`src/rtl/csc_regs.svh`:
```
// Command codes, field positions, reset values, strap codes and timing figures for current sharing.
`ifndef CSC_REGS_SVH
`define CSC_REGS_SVH

// Command codes on the command transaction port.
`define CSC_CMD_APP_CFG 8'hd1
`define CSC_CMD_LOAD_LINE 8'h60
`define CSC_CMD_STATUS 8'he1

// Reset values of the host-programmed words.
`define CSC_APP_CFG_RST 16'h0000
`define CSC_LOAD_LINE_RST 16'h0000

// Load-line code used while sharing is active.
`define CSC_LOAD_LINE_SHARE 16'hba80

// Field positions inside the application configuration word.
`define CSC_BLANK_HI 15
`define CSC_BLANK_LO 11
`define CSC_SENSE_HI 5
`define CSC_SENSE_LO 4
`define CSC_RAMP_BIT 2
`define CSC_SYNC_DRV_BIT 0
`define CSC_SENSE_RSVD 2'b11

// Strap resistance codes, in units of 100 ohm.
`define CSC_R_MEMBERS3 12'h0ed
`define CSC_R_POS0 12'h1a6
`define CSC_R_POS1 12'h1d0
`define CSC_R_POS2 12'h1ff
`define CSC_R_SS_LONG 12'h13c
`define CSC_R_SS_SHORT 12'h093

// Decoded strap values.
`define CSC_MEMBERS3 3'h3
`define CSC_MEMBERS_NONE 3'h0
`define CSC_POS0 3'h0
`define CSC_POS1 3'h1
`define CSC_POS2 3'h2
`define CSC_SS_DLY_LONG_MS 8'h0f
`define CSC_SS_DLY_SHORT_MS 8'h05
`define CSC_SS_RAMP_MS 8'h05

// Timing: blanking step per field count and the system clock period.
`define CSC_BLANK_STEP_NS 20
`define CSC_CLK_PERIOD_NS 10

`endif

```
`src/rtl/csc_pkg.sv`:
```
// Types shared by the current sharing configuration block.
package csc_pkg;

  typedef enum logic [1:0] {
    CSC_SENSE_GND_DOWN = 2'b00,
    CSC_SENSE_VOUT_DOWN = 2'b01,
    CSC_SENSE_VOUT_UP = 2'b10
  } csc_sense_t;

  typedef struct packed {
    logic share_en;
    logic [2:0] members;
    logic pos_ok;
    logic [2:0] position;
    logic ss_ok;
    logic [7:0] ss_delay_ms;
    logic [7:0] ss_ramp_ms;
  } csc_strap_t;

  typedef struct packed {
    logic [11:0] members;
    logic [11:0] position;
    logic [11:0] soft_start;
  } csc_strap_raw_t;

  typedef struct packed {
    logic straps_taken;
    csc_strap_t strap;
    logic [15:0] app_cfg;
    logic [15:0] load_line;
    logic dir_s1;
    logic dir_s2;
    logic phen_s1;
    logic phen_s2;
    logic phok_s1;
    logic phok_s2;
    logic [7:0] peer_s1;
    logic [7:0] peer_s2;
    logic [7:0] blank_cnt;
    logic meas_take;
    logic rsp_valid;
    logic rsp_err;
    logic [15:0] rsp_data;
    logic phase_on;
    logic phase_bad;
    logic is_ref;
    logic sync_o;
    logic sync_oe;
    logic [15:0] cfg_eff;
    logic [15:0] load_line_eff;
  } csc_state_t;

endpackage

```
`src/rtl/csc_strap_decode.sv`:
```
// Decoder from measured strap resistances to current sharing settings.
`timescale 1ns/1ps
`include "csc_regs.svh"
module csc_strap_decode import csc_pkg::*; (
  input wire csc_strap_raw_t raw, // Measured strap resistances
  output csc_strap_t dec // Decoded settings
);

  always_comb begin
    dec = '0;
    if (raw.members == `CSC_R_MEMBERS3) begin // RULE_10
      dec.members = `CSC_MEMBERS3;
      dec.share_en = 1'b1;
    end else begin
      dec.members = `CSC_MEMBERS_NONE;
      dec.share_en = 1'b0;
    end
    dec.pos_ok = 1'b1;
    case (raw.position) // RULE_11
      `CSC_R_POS0: dec.position = `CSC_POS0;
      `CSC_R_POS1: dec.position = `CSC_POS1;
      `CSC_R_POS2: dec.position = `CSC_POS2;
      default: begin
        dec.position = `CSC_POS0;
        dec.pos_ok = 1'b0;
      end
    endcase
    dec.ss_ok = 1'b1;
    dec.ss_ramp_ms = `CSC_SS_RAMP_MS;
    case (raw.soft_start) // RULE_13
      `CSC_R_SS_LONG: dec.ss_delay_ms = `CSC_SS_DLY_LONG_MS;
      `CSC_R_SS_SHORT: dec.ss_delay_ms = `CSC_SS_DLY_SHORT_MS;
      default: begin
        dec.ss_delay_ms = `CSC_SS_DLY_SHORT_MS;
        dec.ss_ok = 1'b0;
      end
    endcase
  end

endmodule // csc_strap_decode

```
`src/rtl/csc_top.sv`:
```
// Current sharing configuration: command registers, strap capture, forced bits, blanking.
`timescale 1ns/1ps
`include "csc_regs.svh"

// Functional notes
// RULE_01: Blanking delay from config bits 15:11 suppresses measurements after switch edges.
// RULE_02: Host programs the same blanking delay into every controller of a group.
// RULE_03: Two-bit sense field picks ground-down, output-down or output-up sensing.
// RULE_04: Host selects the same sensing mode for all controllers of a group.
// RULE_05: While sharing is active the alternate ramp bit reads and acts as one.
// RULE_06: While sharing, bit 0 is push-pull for sync output, open-drain for input.
// RULE_07: While sharing, load-line resistance is forced to the fixed sharing code.
// RULE_08: Integrator gives group members consecutive addresses, reference lowest.
// RULE_09: Integrator sets ramp of 5 ms or more, reference delay 10 ms longer.
// RULE_10: Member-count strap decodes to group count three with sharing enabled.
// RULE_11: Position strap resistors decode to share positions zero, one and two.
// RULE_12: Sync pin driven as output when direction strap high, input when low.
// RULE_13: Soft-start strap gives 15 ms or 5 ms delay, both with 5 ms ramp.
// RULE_14: Lowest active share position is reference; next lowest takes over on dropout.
// RULE_15: Phase enabled while enable pin high, dropped while low; open is invalid.
// RULE_16: With sharing off, host-programmed ramp, sync-drive and load-line values stand.
module csc_top import csc_pkg::*; #(
  parameter int BLANK_W = 8 // Width of the blanking load value
) (
  input wire logic clk_sys, // System clock, 100 MHz
  input wire logic rst_n, // Asynchronous reset, active low
  input wire logic cmd_valid, // Command transaction strobe
  input wire logic cmd_write, // 1 write word, 0 read word
  input wire logic [7:0] cmd_code, // Command code
  input wire logic [15:0] cmd_wdata, // Write word
  output logic rsp_valid, // Answer strobe, one cycle
  output logic rsp_err, // Unsupported command or access
  output logic [15:0] rsp_data, // Read word
  input wire logic strap_valid, // Strap measurements ready
  input wire csc_strap_raw_t strap_raw, // Measured strap resistances
  input wire logic sync_direction_strap, // Sync direction strap level pin
  input wire logic phase_enable_pin, // Phase enable level pin
  input wire logic phase_enable_valid, // Low when phase enable pin is open
  input wire logic [7:0] peer_active, // Per-position peer alive flags
  input wire logic sync_clk_int, // Internal sync clock source
  input wire logic sw_edge, // Power switch transition pulse
  input wire logic meas_req, // Current measurement request pulse
  output logic meas_take, // Measurement granted pulse
  output logic sync_o, // Sync pin output value
  output logic sync_oe, // Sync pin output enable
  output logic share_en, // Current sharing active
  output logic [2:0] group_count, // Decoded number of members
  output logic [2:0] share_position, // Decoded share position
  output logic is_ref, // This controller is reference
  output logic phase_on, // Phase enabled
  output logic phase_bad, // Phase enable pin open
  output logic [7:0] ss_delay_ms, // Soft-start delay in ms
  output logic [7:0] ss_ramp_ms, // Soft-start ramp in ms
  output logic [1:0] sense_mode, // Active sensing mode
  output logic [15:0] cfg_eff, // Effective configuration word
  output logic [15:0] load_line_eff // Effective load-line resistance
);

  localparam int BLANK_STEP_CYC = (`CSC_BLANK_STEP_NS + `CSC_CLK_PERIOD_NS - 1)
                                  / `CSC_CLK_PERIOD_NS;

  csc_state_t st_r;
  csc_state_t st_nxt;
  csc_strap_t strap_dec;

  csc_strap_decode u_strap_decode (
    .raw(strap_raw),
    .dec(strap_dec)
  );

  // Applies the forced bits on top of the host value; sharing off leaves it untouched.
  function automatic logic [15:0] eff_cfg(input logic [15:0] cfg, input logic sh,
                                          input logic dir);
    logic [15:0] v;
    v = cfg;
    if (sh) begin
      v[`CSC_RAMP_BIT] = 1'b1; // RULE_05
      v[`CSC_SYNC_DRV_BIT] = dir; // RULE_06
    end
    return v; // RULE_16
  endfunction

  always_comb begin
    logic sh;
    logic [15:0] cfg_v;
    logic [15:0] ll_v;
    logic lower_alive;
    logic [BLANK_W-1:0] blank_len;
    st_nxt = st_r;
    sh = st_r.strap.share_en;
    lower_alive = 1'b0;
    blank_len = '0;
    cfg_v = eff_cfg(st_r.app_cfg, sh, st_r.dir_s2);
    ll_v = sh ? `CSC_LOAD_LINE_SHARE : st_r.load_line; // RULE_07 RULE_16

    // Straps are taken once after reset release; until then sharing stays off.
    if (!st_r.straps_taken && strap_valid) begin
      st_nxt.straps_taken = 1'b1;
      st_nxt.strap = strap_dec; // RULE_10 RULE_11 RULE_13
    end

    // Two-stage synchronisers for pin-level inputs.
    st_nxt.dir_s1 = sync_direction_strap;
    st_nxt.dir_s2 = st_r.dir_s1;
    st_nxt.phen_s1 = phase_enable_pin;
    st_nxt.phen_s2 = st_r.phen_s1;
    st_nxt.phok_s1 = phase_enable_valid;
    st_nxt.phok_s2 = st_r.phok_s1;
    st_nxt.peer_s1 = peer_active;
    st_nxt.peer_s2 = st_r.peer_s1;

    // An open pin never enables the phase.
    st_nxt.phase_on = st_r.phen_s2 && st_r.phok_s2; // RULE_15
    st_nxt.phase_bad = !st_r.phok_s2; // RULE_15

    // Reference is the alive controller with the lowest position.
    for (int i = 0; i < 8; i++) begin
      if (3'(i) < st_r.strap.position && st_r.peer_s2[i]) begin
        lower_alive = 1'b1; // RULE_14
      end
    end
    st_nxt.is_ref = sh && st_r.strap.pos_ok && st_r.phase_on && !lower_alive; // RULE_14

    // Sync pin: strap high drives it, bit 0 picks push-pull or open-drain drive.
    if (st_r.dir_s2) begin // RULE_12
      if (cfg_v[`CSC_SYNC_DRV_BIT]) begin // RULE_06
        st_nxt.sync_o = sync_clk_int;
        st_nxt.sync_oe = 1'b1;
      end else begin
        st_nxt.sync_o = 1'b0;
        st_nxt.sync_oe = !sync_clk_int;
      end
    end else begin
      st_nxt.sync_o = 1'b0;
      st_nxt.sync_oe = 1'b0; // RULE_12
    end

    // Blanking restarts on every switch edge, so a request in that cycle is refused.
    blank_len = BLANK_W'(st_r.app_cfg[`CSC_BLANK_HI:`CSC_BLANK_LO] * BLANK_STEP_CYC);
    if (sw_edge) begin
      st_nxt.blank_cnt = blank_len; // RULE_01
    end else if (st_r.blank_cnt != '0) begin
      st_nxt.blank_cnt = st_r.blank_cnt - 8'h01;
    end
    st_nxt.meas_take = meas_req && !sw_edge && (st_r.blank_cnt == '0); // RULE_01

    // Command port: answer one cycle after the strobe.
    st_nxt.rsp_valid = cmd_valid;
    st_nxt.rsp_err = 1'b0;
    st_nxt.rsp_data = 16'h0000;
    if (cmd_valid) begin
      case (cmd_code)
        `CSC_CMD_APP_CFG: begin
          if (cmd_write) begin
            st_nxt.app_cfg = cmd_wdata;
            // A reserved sense code is refused and the old mode kept.
            if (cmd_wdata[`CSC_SENSE_HI:`CSC_SENSE_LO] == `CSC_SENSE_RSVD) begin // RULE_03
              st_nxt.app_cfg[`CSC_SENSE_HI:`CSC_SENSE_LO] =
                st_r.app_cfg[`CSC_SENSE_HI:`CSC_SENSE_LO];
              st_nxt.rsp_err = 1'b1;
            end
          end else begin
            st_nxt.rsp_data = cfg_v;
          end
        end
        `CSC_CMD_LOAD_LINE: begin
          if (cmd_write) begin
            st_nxt.load_line = cmd_wdata; // RULE_16
          end else begin
            st_nxt.rsp_data = ll_v; // RULE_07
          end
        end
        `CSC_CMD_STATUS: begin
          if (cmd_write) begin
            st_nxt.rsp_err = 1'b1;
          end else begin
            st_nxt.rsp_data = {st_r.straps_taken, sh, st_r.is_ref, st_r.phase_on,
                               st_r.phase_bad, st_r.strap.pos_ok, st_r.strap.ss_ok,
                               st_r.dir_s2, 2'b00, st_r.strap.members,
                               st_r.strap.position};
          end
        end
        default: st_nxt.rsp_err = 1'b1;
      endcase
    end

    st_nxt.cfg_eff = cfg_v;
    st_nxt.load_line_eff = ll_v;
  end

  always_ff @(posedge clk_sys or negedge rst_n) begin
    if (!rst_n) begin
      st_r <= '0;
      st_r.app_cfg <= `CSC_APP_CFG_RST;
      st_r.load_line <= `CSC_LOAD_LINE_RST;
      st_r.cfg_eff <= `CSC_APP_CFG_RST;
      st_r.load_line_eff <= `CSC_LOAD_LINE_RST;
    end else begin
      st_r <= st_nxt;
    end
  end

  assign rsp_valid = st_r.rsp_valid;
  assign rsp_err = st_r.rsp_err;
  assign rsp_data = st_r.rsp_data;
  assign meas_take = st_r.meas_take;
  assign sync_o = st_r.sync_o;
  assign sync_oe = st_r.sync_oe;
  assign share_en = st_r.strap.share_en;
  assign group_count = st_r.strap.members;
  assign share_position = st_r.strap.position;
  assign is_ref = st_r.is_ref;
  assign phase_on = st_r.phase_on;
  assign phase_bad = st_r.phase_bad;
  assign ss_delay_ms = st_r.strap.ss_delay_ms;
  assign ss_ramp_ms = st_r.strap.ss_ramp_ms;
  assign sense_mode = st_r.app_cfg[`CSC_SENSE_HI:`CSC_SENSE_LO];
  assign cfg_eff = st_r.cfg_eff;
  assign load_line_eff = st_r.load_line_eff;

endmodule // csc_top

```
`config.mk`:
```
export PLATFORM = sky130hd
export DESIGN_NAME = csc_top
export DESIGN_NICKNAME = d
export VERILOG_FILES = /design/src/rtl/csc_pkg.sv /design/src/rtl/csc_strap_decode.sv /design/src/rtl/csc_top.sv
export VERILOG_INCLUDE_DIRS = /design/src /design/src/rtl
export SDC_FILE = /design/constraint.sdc
export NUM_CORES = 1
export LEC_CHECK = 0
export ABC_AREA = 1
export BUFFER_PORTS_ARGS = -buffer_cell sky130_fd_sc_hd__buf_2
export CAP_MARGIN = 20
export CELL_PAD_IN_SITES_DETAIL_PLACEMENT = 2
export CELL_PAD_IN_SITES_GLOBAL_PLACEMENT = 2
export CORE_UTILIZATION = 30
export DETAILED_ROUTE_END_ITERATION = 16
export PLACE_DENSITY = 0.86
export REMOVE_ABC_BUFFERS = 1
export SETUP_SLACK_MARGIN = 0.2
export SLEW_MARGIN = 20
export SYNTH_ARGS = -nofsm -noshare
export SYNTH_HDL_FRONTEND = slang
export SYNTH_SLANG_ARGS = --single-unit
```
`constraint.sdc`:
```
create_clock -name clk_sys -period 1.6 [get_ports clk_sys]
set_clock_uncertainty 0.15 [all_clocks]
set_input_delay 0.08 -clock clk_sys [delete_from_list [all_inputs] [get_ports clk_sys]]
set_output_delay 0.08 -clock clk_sys [all_outputs]
set_load 0.05 [all_outputs]
```
==> results.yml <==
worst_hold_path:
  min_path_cells: 4
  start_point_of_the_worst_hold_path: "cmd_write"
  tightest_hold_check_type: "in2reg"
  worstHoldEndpoint: "rsp_data[11]"
sta:
  period_needed_ns: 1.490
  final-setup-viol-count: 0
  totalNegativeSetupSlack_ns: 0
  timing.fmax_ghz: 0.6712
  setup_repair_after_global_routing_missed_its_margin: "true"
  period_share: 0.9311
  report.final.hold_viol_count: 0
  timing.final.max_slew_violations: 0
clock_tree:
  clock_insertion_delay_worst_skew_ns: 0.43
  cts-buffers-inserted: 17
  clk_transition_reported_paths_ns: 0.06
  clock_path_buffers: 2
  clkSinkCount: 115
  cts-root-buf: "clkbuf_16"
  tritoncts: "yes"
  h-tree-depth: 4
layout:
  post_route_cells_drive_above_1_share: 0.3235
  nNetsFinal: 886
  n_antenna_cell: 0
  final.fill_count: 1924
  syn_to_final_growth_pct: 39.80
worst_setup_path:
  critical_path.n_buffers_inverters: 2
  timing.critical_path.arrival_ns: 1.26
  timing.critical_path.to_type: "primary output"
  timing.reg2reg.worst_path_depth: 6
  regToRegEndpoint: "rsp_data[2]"
  start_kind: "flop"
  critical_path.max_stage_delay_ns: 0.49
  worstSetupPathType: "reg2out"
  required_ns: 1.37
  critPathMaxFanout: 5
  worst_r2r_startpoint: "group_count[0]"
  timing.critical_path.slowest_stage_cell: "dfrtp_2"
  timing.reg2reg.setup_slack_ns: 0.12
  crit_path_cell_trace: "clkbuf_16 > buf_12"
  critPathTopFamily: "flip-flops"
pwr:
  leakagePower_nw: 3.902
  fin_total_pwr_mw: 8.590
  cellPowerDensity_mw_per_mm2: 1146
  ir_drop_mv: 0.8437
place:
  place_hpwl_mm: 11.86
  routabilityCongestion: 0.7545
  buffer_ports.inserted: 142
route:
  postRouteWirelength_mm: 20.01
  detail_route.drc_violations: 0
  drtAntennaViolNets: 0
  firstDrtPassIters: 4
  vias_per_cell: 4.597
  drt_first_iter_violations: 192
  routedWlPerCell_um: 19.22
  num_vias: 4785
synthesis:
  most_used_standard_cells_in_the_synthesized_netlist: "nand2_1, dfrtp_1, nor2_1"
  syn-instance-count: 623
  yosysWarnings: 0
  postSynth.asyncResetShare: 1.000
  synth.most_common_cell: "nand2_1"
  netlist.area_leader.share: 0.5369
  synth-edff-count: 0
  post_synthesis_cell_type_count: 28
  postSynthAreaPerCell_um2: 8.604
  synthesis.area_mm2: 0.005360
  ys_seq_area_frac: 0.5369
  synth-main-ff-cell: "dfrtp_1"
  synth.area.top_cells: "dfrtp_1, buf_4, nand2_1"
  post-synth-top-area-cell: "dfrtp_1"
  yosys_reg_bits: 115
global_route:
  initial_antenna_violation_count: 0
  grt_max_degree: 83
  grtUsageTotal: 0.2176
  vias_in_the_first_global_route: 5543
  gr-total-overflow: 0
  wire_length_of_the_first_global_routing_pass_mm: 29.39
floorplan:
  floorplan.die.width_um: 135.7
  dieHeight_um: 135.7
  core_area_mm2: 0.01736
  initial_utilization: 0.3088
  core.rowCount: 48
  io_pins: 160
  design.die.area_mm2: 0.01841
run_status:
  result_of_the_run: "finished clean"
job:
  cap_violations: 0
-- final cells by class --
class | instances | area, um^2 | share of cell area
clock inverter | 5 | 25.02 | 0.003339
timing repair buffer | 236 | 1714 | 0.2288
clock buffer | 25 | 515.5 | 0.06879
inverter | 79 | 305.3 | 0.04074
sequential | 115 | 2879 | 0.3842
tap | 225 | 281.5 | 0.03757
multi-input combinational | 356 | 1773 | 0.2366
-- kinds of logic after synthesis --
| group | after synthesis | synth area share |
|---|---|---|
| flip-flops | 115 | 0.5369 |
| buffers and inverters | 163 | 0.1716 |
| adder cells (fa/ha/maj) | 2 | 0.004668 |
| AND/OR/NAND/NOR | 305 | 0.2479 |
| XOR/XNOR | 3 | 0.004903 |
| AO/OA/AOI/OAI | 34 | 0.03338 |
| other | 1 | 0.0006996 |
-- registers in the layout, summed over array words and instances, names as in the netlist, 2 cells and up --
register	cells
rsp_data	16
cfg_eff	16
load_line_eff	16
ss_delay_ms	2
st_r	34
st_nxt	18
sense_mode	2
share_position	2
-- per-stage QoR --
stage	std cells	hold WS, ns	util	setup WS (ns)	area [um^2]
2_1_floorplan	550	-0.3656	-	-0.9465	4780
3_3_place_gp	935	0.0008540	0.3426	0.1577	5947
3_5_place_dp	935	0.007257	0.3426	0.06745	5947
4_1_cts	1032	0.003236	0.4149	0.1423	7201
5_1_grt	1041	0.03912	0.4317	0.07216	7493
6_report	1041	0.01586	0.4317	0.1102	7493
-- placed cells by master (no fill, tap or decap), drive strengths merged --
master / synthesis / layout
nand3: 58 / 58
or2: 5 / 5
clkbuf: 1 / 28
dfrtp: 115 / 115
nor2: 93 / 93
ha: 2 / 2
xor2: 3 / 3
nor3: 3 / 3
a21oi: 4 / 4
nand4: 4 / 4
inv: 78 / 78
dlygate4sd3: 0 / 65
a21o: 1 / 1
a211o: 1 / 1
conb: 1 / 12
nand2: 142 / 142
buf: 83 / 168
a21boi: 1 / 1
o21ai: 27 / 27
clkinv: 1 / 6
-- routing by layer --
layer	vias up	GRT usage	wire [um]	part of all wire
met5	-	0	0	0
met4	0	0.08739	450	0.022
met3	31	0.05350	1019	0.051
met2	159	0.4172	11260	0.56
met1	2402	0.2226	7282	0.36
li1	2193	-	-	-
-- worst max-delay path by stage --
| stage | from | end | slack, ns | cells past startpoint |
|---|---|---|---|---|
| after floorplan | ss_delay_ms[2] | group_count[0] | -0.95 | 5 |
| after global placement | cmd_code[2] | rsp_data[8] | 0.16 | 8 |
| after detailed placement | cmd_code[2] | st_nxt[30] | 0.07 | 9 |
| after CTS | group_count[0] | rsp_data[14] | 0.14 | 7 |
| after global routing | st_r[59] | st_r[58] | 0.07 | 6 |
| final | group_count[0] | group_count[1] | 0.11 | 2 |
-- repair_timing --
action / 4_1_cts / 5_1_grt
resized for setup: 23 / 63
pin swaps: 1 / 13
setup buffers: 2 / 8
gates cloned: 0 / 1
endpoints found under the hold margin: 171 / 0
endpoints found under the setup margin: 23 / 28
hold buffers: 65 / 0
-- where the power goes --
part           internal (mW)  switching (mW)  total, mW
registers               3.10           0.145       3.24
clock network           2.19            1.31       3.49
logic                  0.678            1.17       1.85
total                   5.97            2.62       8.59
-- tightest hold or removal path, stage by stage --
cell and delay (ns):
buf_2 0.10, nor2_1 0.07, nand2_4 0.24, nor2_2 0.07
No activity file was read; power rests on OpenSTA's default activity.
